File: src/verilog/sbw_regs.vh
`ifndef SBW_REGS_VH
`define SBW_REGS_VH
// register byte offsets
`define SBW_OFF_CTRL 8'h00
`define SBW_OFF_TATTR 8'h04
`define SBW_OFF_BASE 8'h08
`define SBW_OFF_CFG 8'h0c
`define SBW_OFF_STAT 8'h10
`define SBW_OFF_NSCONS 8'h14
`define SBW_OFF_SCONS 8'h18
`define SBW_OFF_LSID 8'h1c
// control bits
`define SBW_CTRL_RECINV 0
`define SBW_CTRL_NSRES 1
`define SBW_CTRL_SRES 2
// reset values
`define SBW_TATTR_RST 6'h00
`define SBW_SPLIT_RST 5'h08
`define SBW_BASE_RST 32'h0000_0000
// command opcodes
`define SBW_OP_TLBI 3'h0
`define SBW_OP_ATC 3'h1
`define SBW_OP_CFGI 3'h2
`define SBW_OP_PREF 3'h3
`define SBW_OP_PRI 3'h4
`define SBW_OP_RESUME 3'h5
`define SBW_OP_TERM 3'h6
`define SBW_OP_SYNC 3'h7
// level-1 descriptor layout
`define SBW_L1_SPAN 4:0
`define SBW_L1_RSV_LO 5
`define SBW_L1_PTR 31:6
`define SBW_L1_RSV_HI 63:32
`define SBW_SPAN_MAX 5'h0c
`define SBW_L1_SHIFT 3
// stream table entry layout
`define SBW_STE_V 0
`define SBW_STE_CTXATTR 13:8
`define SBW_STE_RSV 63:56
`define SBW_STE_SHIFT 6
// event codes
`define SBW_EVT_NONE 2'h0
`define SBW_EVT_BAD_SID 2'h1
`define SBW_EVT_BAD_STE 2'h2
`endif

File: src/verilog/sbw_l1chk.v
`timescale 1ns/100ps
`include "sbw_regs.vh"
module sbw_l1chk #(
    parameter SIDW = 16
) (
    // descriptor and lookup
    input wire [63:0] desc,
    input wire [SIDW-1:0] sid,
    input wire [4:0] split,
    // verdict
    output reg bad,
    output reg [SIDW-1:0] l2_idx
);
    reg [4:0] span;
    reg [31:0] l2_mask;
    reg [31:0] l2_lim;
    always @*
    begin
        span = desc[`SBW_L1_SPAN];
        l2_mask = (32'h1 << split) - 32'h1;
        l2_idx = sid & l2_mask[SIDW-1:0];
        l2_lim = 32'h1 << (span - 5'h1);
        bad = 1'b0;
        if (span == 5'h0) // [RULE17]
            bad = 1'b1;
        else if (span > `SBW_SPAN_MAX || span > split + 5'h1) // [RULE17]
            bad = 1'b1;
        else if ({{(32-SIDW){1'b0}}, l2_idx} >= l2_lim) // [RULE17]
            bad = 1'b1;
        // non-zero reserved bits make the descriptor invalid
        if (desc[`SBW_L1_RSV_LO] || desc[`SBW_L1_RSV_HI] != 32'h0) // [RULE12]
            bad = 1'b1;
    end
endmodule

File: src/verilog/sbw_cmdq.v
`timescale 1ns/100ps
`include "sbw_regs.vh"
module sbw_cmdq #(
    parameter CW = 8
) (
    // clock and reset
    input wire pclk,
    input wire presetn,
    // queue head
    input wire cmd_valid,
    input wire [2:0] cmd_op,
    output reg cmd_ready_q,
    output reg [CW-1:0] cons_idx_q,
    // issue pulses
    output reg inval_issue_q,
    output reg atc_issue_q,
    output reg stall_resp_q,
    output reg sync_done_q,
    // completions from the downstream engines
    input wire inval_done,
    input wire atc_done,
    input wire atc_fail,
    // error control
    input wire resume,
    output reg sync_err_q
);
    reg [CW-1:0] inval_cnt_q;
    reg [CW-1:0] atc_cnt_q;
    reg fail_seen_q;
    wire head = cmd_valid & ~cmd_ready_q & ~sync_err_q; // [RULE22]
    wire is_sync = cmd_op == `SBW_OP_SYNC;
    wire sync_ok = (inval_cnt_q == {CW{1'b0}}) & (atc_cnt_q == {CW{1'b0}});
    wire take = head & (~is_sync | (sync_ok & ~fail_seen_q));
    wire inc_inv = take & (cmd_op == `SBW_OP_TLBI | cmd_op == `SBW_OP_CFGI);
    wire inc_atc = take & (cmd_op == `SBW_OP_ATC);
    wire dec_inv = inval_done & (inval_cnt_q != {CW{1'b0}});
    wire dec_atc = atc_done & (atc_cnt_q != {CW{1'b0}});
    always @(posedge pclk or negedge presetn)
    begin
        if (!presetn)
        begin
            cmd_ready_q <= 1'b0;
            cons_idx_q <= {CW{1'b0}};
            inval_issue_q <= 1'b0;
            atc_issue_q <= 1'b0;
            stall_resp_q <= 1'b0;
            sync_done_q <= 1'b0;
            sync_err_q <= 1'b0;
            inval_cnt_q <= {CW{1'b0}};
            atc_cnt_q <= {CW{1'b0}};
            fail_seen_q <= 1'b0;
        end
        else
        begin
            // consumption of plain invalidations promises nothing
            cmd_ready_q <= take; // [RULE10]
            cons_idx_q <= cons_idx_q + {{(CW-1){1'b0}}, take};
            inval_issue_q <= inc_inv; // [RULE4]
            atc_issue_q <= inc_atc;
            // stall replies finish as they are consumed
            stall_resp_q <= take & (cmd_op == `SBW_OP_RESUME | cmd_op == `SBW_OP_TERM); // [RULE10]
            // no retry or recording of stalled traffic here
            sync_done_q <= take & is_sync; // [RULE10] [RULE3]
            // error keeps the barrier at the head, no completion sent
            if (head & is_sync & fail_seen_q)
                sync_err_q <= 1'b1; // [RULE5] [RULE6]
            else if (resume)
                sync_err_q <= 1'b0; // [RULE8]
            // pending translation invalidations survive the error
            inval_cnt_q <= inval_cnt_q + {{(CW-1){1'b0}}, inc_inv}
                - {{(CW-1){1'b0}}, dec_inv}; // [RULE9]
            // timed-out device invalidations never return: drop them
            if (resume & sync_err_q)
                atc_cnt_q <= {CW{1'b0}}; // [RULE7]
            else
                atc_cnt_q <= atc_cnt_q + {{(CW-1){1'b0}}, inc_atc}
                    - {{(CW-1){1'b0}}, dec_atc}; // [RULE7]
            if (atc_fail)
                fail_seen_q <= 1'b1;
            else if (resume & sync_err_q)
                fail_seen_q <= 1'b0;
        end
    end
endmodule

File: src/verilog/sbw_top.v
// How it works
// [RULE1] each queue's barrier covers its own commands only
// [RULE2] secure queue has its own independent engine
// [RULE3] barrier leaves stalled transactions untouched
// [RULE4] software separates invalidation sets with barriers
// [RULE5] failed device invalidation makes barrier raise error
// [RULE6] errored barrier stays unconsumed, no completion
// [RULE7] timed-out device invalidations are forgotten
// [RULE8] resubmitted barrier completes after resume
// [RULE9] error keeps pending translation invalidations alive
// [RULE10] consumption meaning depends on command kind
// [RULE11] structures are read little-endian always
// [RULE12] non-zero reserved bits invalidate structure
// [RULE13] invalid structure aborts and logs event
// [RULE14] descriptor and entry fetches use table attributes
// [RULE15] context fetch attributes come from entry
// [RULE16] software keeps span within split plus one
// [RULE17] bad span or out-of-range index invalid
// [RULE18] failed lookup aborts, event only if enabled
// [RULE19] software invalidates after descriptor change
// [RULE20] activating zero span needs descriptor invalidation
// [RULE21] deactivating span needs wider invalidation
// [RULE22] queue halts while sync error pending
//
// The placing of the registers and the APB slave port were left to the implementer.
`timescale 1ns/100ps
`include "sbw_regs.vh"
module sbw_top #(
    parameter SIDW = 16,
    parameter CW = 8
) (
    // clock and reset
    input wire pclk,
    input wire presetn,
    // apb slave
    input wire [7:0] paddr,
    input wire psel,
    input wire penable,
    input wire pwrite,
    input wire [31:0] pwdata,
    output reg [31:0] prdata,
    output reg pready,
    output reg pslverr,
    // non-secure command queue
    input wire ns_cmd_valid,
    input wire [2:0] ns_cmd_op,
    output wire ns_cmd_ready,
    output wire ns_inval_issue,
    output wire ns_atc_issue,
    output wire ns_stall_resp,
    output wire ns_sync_done,
    input wire ns_inval_done,
    input wire ns_atc_done,
    input wire ns_atc_fail,
    // secure command queue
    input wire s_cmd_valid,
    input wire [2:0] s_cmd_op,
    output wire s_cmd_ready,
    output wire s_inval_issue,
    output wire s_atc_issue,
    output wire s_stall_resp,
    output wire s_sync_done,
    input wire s_inval_done,
    input wire s_atc_done,
    input wire s_atc_fail,
    // client lookup
    input wire tr_valid,
    input wire [SIDW-1:0] tr_sid,
    output reg tr_ready,
    output reg tr_done,
    output reg tr_abort,
    output reg [5:0] cd_fetch_attr,
    // structure fetch
    output reg fetch_req,
    output reg [31:0] fetch_addr,
    output reg [5:0] fetch_attr,
    input wire fetch_valid,
    input wire [63:0] fetch_data,
    // event record
    output reg evt_valid,
    output reg [1:0] evt_code,
    output reg [SIDW-1:0] evt_sid
);
    localparam ST_IDLE = 2'h0;
    localparam ST_L1 = 2'h1;
    localparam ST_STE = 2'h2;

    reg rec_inv_q;
    reg ns_res_q;
    reg s_res_q;
    reg [5:0] tattr_q;
    reg [31:0] base_q;
    reg [4:0] split_q;
    reg [SIDW-1:0] last_sid_q;
    reg [1:0] state_q;
    reg [SIDW-1:0] sid_q;
    wire [CW-1:0] ns_cons;
    wire [CW-1:0] s_cons;
    wire ns_err;
    wire s_err;
    wire l1_bad;
    wire [SIDW-1:0] l2_idx;
    wire [31:0] data_lo;
    wire [31:0] data_hi;
    wire apb_acc;
    wire apb_wr;
    wire [31:0] l1_off;
    wire [31:0] ste_off;
    wire ste_bad;

    // one wait state, then answer from flops
    assign apb_acc = psel & penable & ~pready;
    assign apb_wr = apb_acc & pwrite;

    always @(posedge pclk or negedge presetn)
    begin
        if (!presetn)
        begin
            pready <= 1'b0;
            pslverr <= 1'b0;
            prdata <= 32'h0;
            rec_inv_q <= 1'b0;
            ns_res_q <= 1'b0;
            s_res_q <= 1'b0;
            tattr_q <= `SBW_TATTR_RST;
            base_q <= `SBW_BASE_RST;
            split_q <= `SBW_SPLIT_RST;
        end
        else
        begin
            pready <= apb_acc;
            pslverr <= 1'b0;
            ns_res_q <= 1'b0;
            s_res_q <= 1'b0;
            if (apb_acc)
            begin
                prdata <= 32'h0;
                case (paddr)
                    `SBW_OFF_CTRL:
                    begin
                        if (pwrite)
                        begin
                            rec_inv_q <= pwdata[`SBW_CTRL_RECINV];
                            ns_res_q <= pwdata[`SBW_CTRL_NSRES];
                            s_res_q <= pwdata[`SBW_CTRL_SRES];
                        end
                        else
                            prdata <= {31'h0, rec_inv_q};
                    end
                    `SBW_OFF_TATTR:
                    begin
                        if (pwrite)
                            tattr_q <= pwdata[5:0];
                        else
                            prdata <= {26'h0, tattr_q};
                    end
                    `SBW_OFF_BASE:
                    begin
                        if (pwrite)
                            base_q <= {pwdata[31:`SBW_L1_SHIFT], {`SBW_L1_SHIFT{1'b0}}};
                        else
                            prdata <= base_q;
                    end
                    `SBW_OFF_CFG:
                    begin
                        if (pwrite)
                            split_q <= pwdata[4:0];
                        else
                            prdata <= {27'h0, split_q};
                    end
                    `SBW_OFF_STAT:
                    begin
                        if (!pwrite)
                            prdata <= {30'h0, s_err, ns_err};
                    end
                    `SBW_OFF_NSCONS:
                    begin
                        if (!pwrite)
                            prdata <= {{(32-CW){1'b0}}, ns_cons};
                    end
                    `SBW_OFF_SCONS:
                    begin
                        if (!pwrite)
                            prdata <= {{(32-CW){1'b0}}, s_cons};
                    end
                    `SBW_OFF_LSID:
                    begin
                        if (!pwrite)
                            prdata <= {{(32-SIDW){1'b0}}, last_sid_q};
                    end
                    default:
                        pslverr <= 1'b1;
                endcase
            end
        end
    end

    // two independent engines, so secure barriers never wait on
    // non-secure work; secure commands on non-secure structures are
    // counted in the secure engine and so drained by its barrier
    sbw_cmdq #(
        .CW(CW)
    ) u_ns_q (
        .pclk(pclk),
        .presetn(presetn),
        .cmd_valid(ns_cmd_valid),
        .cmd_op(ns_cmd_op),
        .cmd_ready_q(ns_cmd_ready),
        .cons_idx_q(ns_cons),
        .inval_issue_q(ns_inval_issue),
        .atc_issue_q(ns_atc_issue),
        .stall_resp_q(ns_stall_resp),
        .sync_done_q(ns_sync_done),
        .inval_done(ns_inval_done),
        .atc_done(ns_atc_done),
        .atc_fail(ns_atc_fail),
        .resume(ns_res_q),
        .sync_err_q(ns_err)
    ); // [RULE1]

    sbw_cmdq #(
        .CW(CW)
    ) u_s_q (
        .pclk(pclk),
        .presetn(presetn),
        .cmd_valid(s_cmd_valid),
        .cmd_op(s_cmd_op),
        .cmd_ready_q(s_cmd_ready),
        .cons_idx_q(s_cons),
        .inval_issue_q(s_inval_issue),
        .atc_issue_q(s_atc_issue),
        .stall_resp_q(s_stall_resp),
        .sync_done_q(s_sync_done),
        .inval_done(s_inval_done),
        .atc_done(s_atc_done),
        .atc_fail(s_atc_fail),
        .resume(s_res_q),
        .sync_err_q(s_err)
    ); // [RULE1] [RULE2]

    // byte lane 0 is the least significant byte; no swap, whatever
    // the translation table endianness
    assign data_lo = fetch_data[31:0]; // [RULE11]
    assign data_hi = fetch_data[63:32]; // [RULE11]

    sbw_l1chk #(
        .SIDW(SIDW)
    ) u_l1chk (
        .desc({data_hi, data_lo}),
        .sid(sid_q),
        .split(split_q),
        .bad(l1_bad),
        .l2_idx(l2_idx)
    );

    assign l1_off = {{(32-SIDW){1'b0}}, tr_sid >> split_q} << `SBW_L1_SHIFT;
    assign ste_off = {{(32-SIDW){1'b0}}, l2_idx} << `SBW_STE_SHIFT;
    assign ste_bad = ~data_lo[`SBW_STE_V] | (fetch_data[`SBW_STE_RSV] != 8'h0); // [RULE12]

    // walk: level-1 descriptor, then stream table entry
    always @(posedge pclk or negedge presetn)
    begin
        if (!presetn)
        begin
            state_q <= ST_IDLE;
            sid_q <= {SIDW{1'b0}};
            tr_ready <= 1'b0;
            tr_done <= 1'b0;
            tr_abort <= 1'b0;
            cd_fetch_attr <= 6'h0;
            fetch_req <= 1'b0;
            fetch_addr <= 32'h0;
            fetch_attr <= 6'h0;
            evt_valid <= 1'b0;
            evt_code <= `SBW_EVT_NONE;
            evt_sid <= {SIDW{1'b0}};
            last_sid_q <= {SIDW{1'b0}};
        end
        else
        begin
            tr_done <= 1'b0;
            evt_valid <= 1'b0;
            case (state_q)
                ST_IDLE:
                begin
                    tr_ready <= 1'b1;
                    if (tr_valid & tr_ready)
                    begin
                        tr_ready <= 1'b0;
                        sid_q <= tr_sid;
                        fetch_req <= 1'b1;
                        fetch_addr <= base_q + l1_off;
                        fetch_attr <= tattr_q; // [RULE14]
                        state_q <= ST_L1;
                    end
                end
                ST_L1:
                begin
                    if (fetch_valid)
                    begin
                        if (l1_bad)
                        begin
                            fetch_req <= 1'b0;
                            tr_done <= 1'b1;
                            tr_abort <= 1'b1; // [RULE18]
                            last_sid_q <= sid_q;
                            evt_valid <= rec_inv_q; // [RULE18]
                            evt_code <= `SBW_EVT_BAD_SID;
                            evt_sid <= sid_q;
                            state_q <= ST_IDLE;
                        end
                        else
                        begin
                            fetch_addr <= {data_lo[`SBW_L1_PTR], 6'h0} + ste_off;
                            fetch_attr <= tattr_q; // [RULE14]
                            state_q <= ST_STE;
                        end
                    end
                end
                ST_STE:
                begin
                    if (fetch_valid)
                    begin
                        fetch_req <= 1'b0;
                        tr_done <= 1'b1;
                        state_q <= ST_IDLE;
                        if (ste_bad)
                        begin
                            tr_abort <= 1'b1; // [RULE13]
                            last_sid_q <= sid_q;
                            evt_valid <= 1'b1; // [RULE13]
                            evt_code <= `SBW_EVT_BAD_STE;
                            evt_sid <= sid_q;
                        end
                        else
                        begin
                            tr_abort <= 1'b0;
                            // later context fetches use these attributes
                            cd_fetch_attr <= data_lo[`SBW_STE_CTXATTR]; // [RULE15]
                        end
                    end
                end
                default:
                    state_q <= ST_IDLE;
            endcase
        end
    end
endmodule

File: config.mk
export PLATFORM = sky130hd
export DESIGN_NAME = sbw_top
export DESIGN_NICKNAME = d
export VERILOG_FILES = /design/src/verilog/sbw_l1chk.v /design/src/verilog/sbw_cmdq.v /design/src/verilog/sbw_top.v
export VERILOG_INCLUDE_DIRS = /design/src /design/src/verilog
export SDC_FILE = /design/constraint.sdc
export NUM_CORES = 1
export LEC_CHECK = 0
export BUFFER_PORTS_ARGS = -buffer_cell sky130_fd_sc_hd__buf_4
export CELL_PAD_IN_SITES_DETAIL_PLACEMENT = 0
export CELL_PAD_IN_SITES_GLOBAL_PLACEMENT = 2
export CORE_AREA = 2 2 153 268
export DETAILED_ROUTE_END_ITERATION = 12
export DIE_AREA = 0 0 155 270
export PLACE_DENSITY = 0.88
export SLEW_MARGIN = 20
export SYNTH_ARGS = -nofsm -noshare
export SYNTH_HDL_FRONTEND = slang
export SYNTH_SLANG_ARGS = --single-unit
File: constraint.sdc
create_clock -name pclk -period 6.7 [get_ports pclk]
set_input_delay 1.005 -clock pclk [delete_from_list [all_inputs] [get_ports pclk]]
set_output_delay 1.005 -clock pclk [all_outputs]
set_load 0.01 [all_outputs]
==> reports/metrics.yaml <==
outcome: "completed"
worst_path_max_delay_cell: "or3_1"
hold_path.class: "input pin to async pin"
cts.clk_slew.worst_paths_ns: 0.07
critPathMaxStageDelay_ns: 0.84
synth_top_family_by_area: "compound AO/OA/AOI/OAI gates"
fin_ws_ns: 1.04
cts-root-buf: "clkbuf_16"
startpoint_type: "register"
dp_cells: 2100
coreArea_um2: 39700
synth-warning-count: 0
area_growth_pct: 23.3
fill_cells: 3863
reg2reg_from: "split_q[1]"
insertion_delay_ns: 0.55
nets: 1888
critPathKind: "register to register"
syn_inst: 1393
cp_max_fo: 18
h-tree-depth: 1
drv_cap: 0
grt_pass1_vias: 11900
hold_viol: 0
dp.final_hpwl_um: 35200
end_kind: "register"
tns_ns: 0
postCtsHoldBufs: 0
worstReg2RegEnd: "last_sid_q[4]"
gp_congestion: 0.892
synth_compound_area_share_pct: 15.6
finalSetupViolations: 0
synth_fa_ha_area_share_pct: 11.0
via_per_inst: 5.29
ys.flop_type: "dfrtp_1"
rsz0062_at_grt: "no"
grt_max_degree: 141
cp.required_ns: 7.13
wl_per_cell_um: 20.4
fin_util_pct: 42.7
cts_buffers: 23
cts_setup_buffers: 0
fp-row-count: 97
slew_violations: 0
die-area_um2: 41900
io_buffers: 248
max_freq_ghz: 0.177
synthSimpleGateAreaFrac_pct: 14.5
die_w_um: 155
synth_xor_area_share_pct: 5.36
vias: 11300
critPathTopFamily: "simple AND/OR/NAND/NOR gates"
post-route-min-period_ns: 5.66
postCtsResizedCells: 0
min_period_over_period_pct: 84.5
arrival_ns: 6.09
io_pins: 252
stdcell_area_um2: 16900
start_util_pct: 34.6
drt_iter0_markers: 617
synthMuxAreaShare_pct: 9.49
routed_wl_um: 43700
grt_overflow_total: 0
syn_area_um2: 13700
clock_skew_ns: 0.0126
worstPathCellList: "inv_1 > ha_1 > or3_1 > a31o_2 > nor2_1 > nand2_1 > o311a_1 > o21a_1 > ha_1 > a21oi_1 > nand2_1 > a221oi_1 > nand3_1 > a21boi_2 > or2b_1 > or3_1 > mux2_2"
drt.antenna.violating_nets: 0
seq_area_frac_synth_pct: 40.3
power.density_nw_per_um2: 321
final_cell_count_no_fill: 2141
ff2ff_path_depth: 17
ys_ff_latch: 221
synth_edf_count: 0
clock_path_buffers: 3
die_y_um: 270
antenna_found_initial: 1
critPathBufInv: 1
leakage_nw: 8.27
drc: 0
ir_worst_vdd_uv: 243
tritoncts: "done"
relSlewSlack_pct: 26.6
grtUsageTotal_pct: 20.9
drtPass1Iterations: 5
async_flop_share_pct: 100
avgSynthCellArea_um2: 9.86
rrSetupSlack_ns: 1.04
worst_pin_slew_ns: 1.10
drive_gt1_share_pct: 24.9
placed_area_um2: 16100
yosysUniqueCellTypes: 75
cts.sinks: 221
place_ws_ns: 1.09
grt_pass1_wl_um: 67700
## synthesized netlist by cell type, types with 22 or more instances
master | count | area share, %
ha_1 | 111 | 10
nand2_1 | 123 | 3.4
inv_1 | 78 | 2.1
xor2_1 | 33 | 2.1
o21ai_0 | 56 | 2.0
a21oi_1 | 86 | 3.1
dfrtp_1 | 220 | 40
nor2_1 | 97 | 2.7
and2_1 | 27 | 1.2
clkbuf_1 | 43 | 1.2
nand3_1 | 34 | 1.2
nor3_1 | 22 | 0.80
xnor2_1 | 51 | 3.3
mux2_2 | 80 | 6.6
a21o_1 | 23 | 1.3
## sequential cells by signal (all words and copies together), names as in the netlist, 8 cells and up
name                cells
prdata                 32
u_s_q.cons_idx_q        8
u_ns_q.inval_cnt_q      8
u_ns_q.atc_cnt_q        8
fetch_addr             29
last_sid_q             16
sid_q                  16
u_ns_q.cons_idx_q       8
u_s_q.atc_cnt_q         8
u_s_q.inval_cnt_q       8
base_q                 29
## through the flow
stage / power, mW / hold WS (ns)
after CTS: 5.51 / 0.477
after global placement: 4.06 / 0.459
final: 5.43 / 0.445
after floorplan: 3.31 / 0.441
after global routing: 5.84 / 0.491
after detailed placement: 4.12 / 0.462
## where the power goes
part,internal [mW],switching [mW]
combinational,1.00,1.10
clock,0.788,0.581
sequential,1.67,0.292
## cell usage in the layout, fill, tap and decap left out, types with 34 or more instances in the layout
cell type  count
buf_4        257
dfrtp_1      220
nand2_1      123
ha_1         111
nor2_1        97
a21oi_1       86
mux2_2        80
inv_1         78
o21ai_0       56
xnor2_1       51
nand3_1       34
## cells by family (layout without fill, tap and decap cells)
family,count (synthesis),count (layout)
buffers and inverters,129,379
flip-flops,221,221
multiplexers,112,112
XOR/XNOR,84,84
other,1,4
adder cells (fa/ha/maj),117,117
AO/OA/AOI/OAI,319,319
AND/OR/NAND/NOR,410,410
## worst max-delay path by stage
stage          startpoint       endpoint  slack (ns)  cells past startpoint
5_1_grt        split_q[1]  last_sid_q[5]        0.66                     18
6_report       split_q[1]  last_sid_q[4]        1.04                     17
3_5_place_dp   split_q[1]  last_sid_q[3]        1.09                     18
2_1_floorplan  split_q[1]    evt_code[1]        1.21                     23
4_1_cts        split_q[1]  last_sid_q[3]        1.07                     18
3_3_place_gp   split_q[1]  last_sid_q[4]        1.15                     17
## cell type report
type	count	area [um2]	share of cell area (%)
Multi-Input combinational cell	1045	7700	45.5
Tap cell	495	619	3.66
Timing Repair Buffer	260	1980	11.7
Sequential cell	221	5530	32.7
Clock buffer	27	621	3.66
Inverter	79	297	1.75
Clock inverter	13	176	1.04
Antenna cell	1	2.50	0.0148
## layer usage
| metal | wire length (um) | up-vias | GRT usage [%] |
|---|---|---|---|
| li1 | - | 5484 | - |
| met1 | 15700 | 5510 | 22.0 |
| met2 | 24600 | 263 | 41.1 |
| met3 | 1780 | 66 | 2.86 |
| met4 | 1630 | 0 | 7.43 |
| met5 | 0 | - | 0 |
Power figures use the tool's default switching activity.
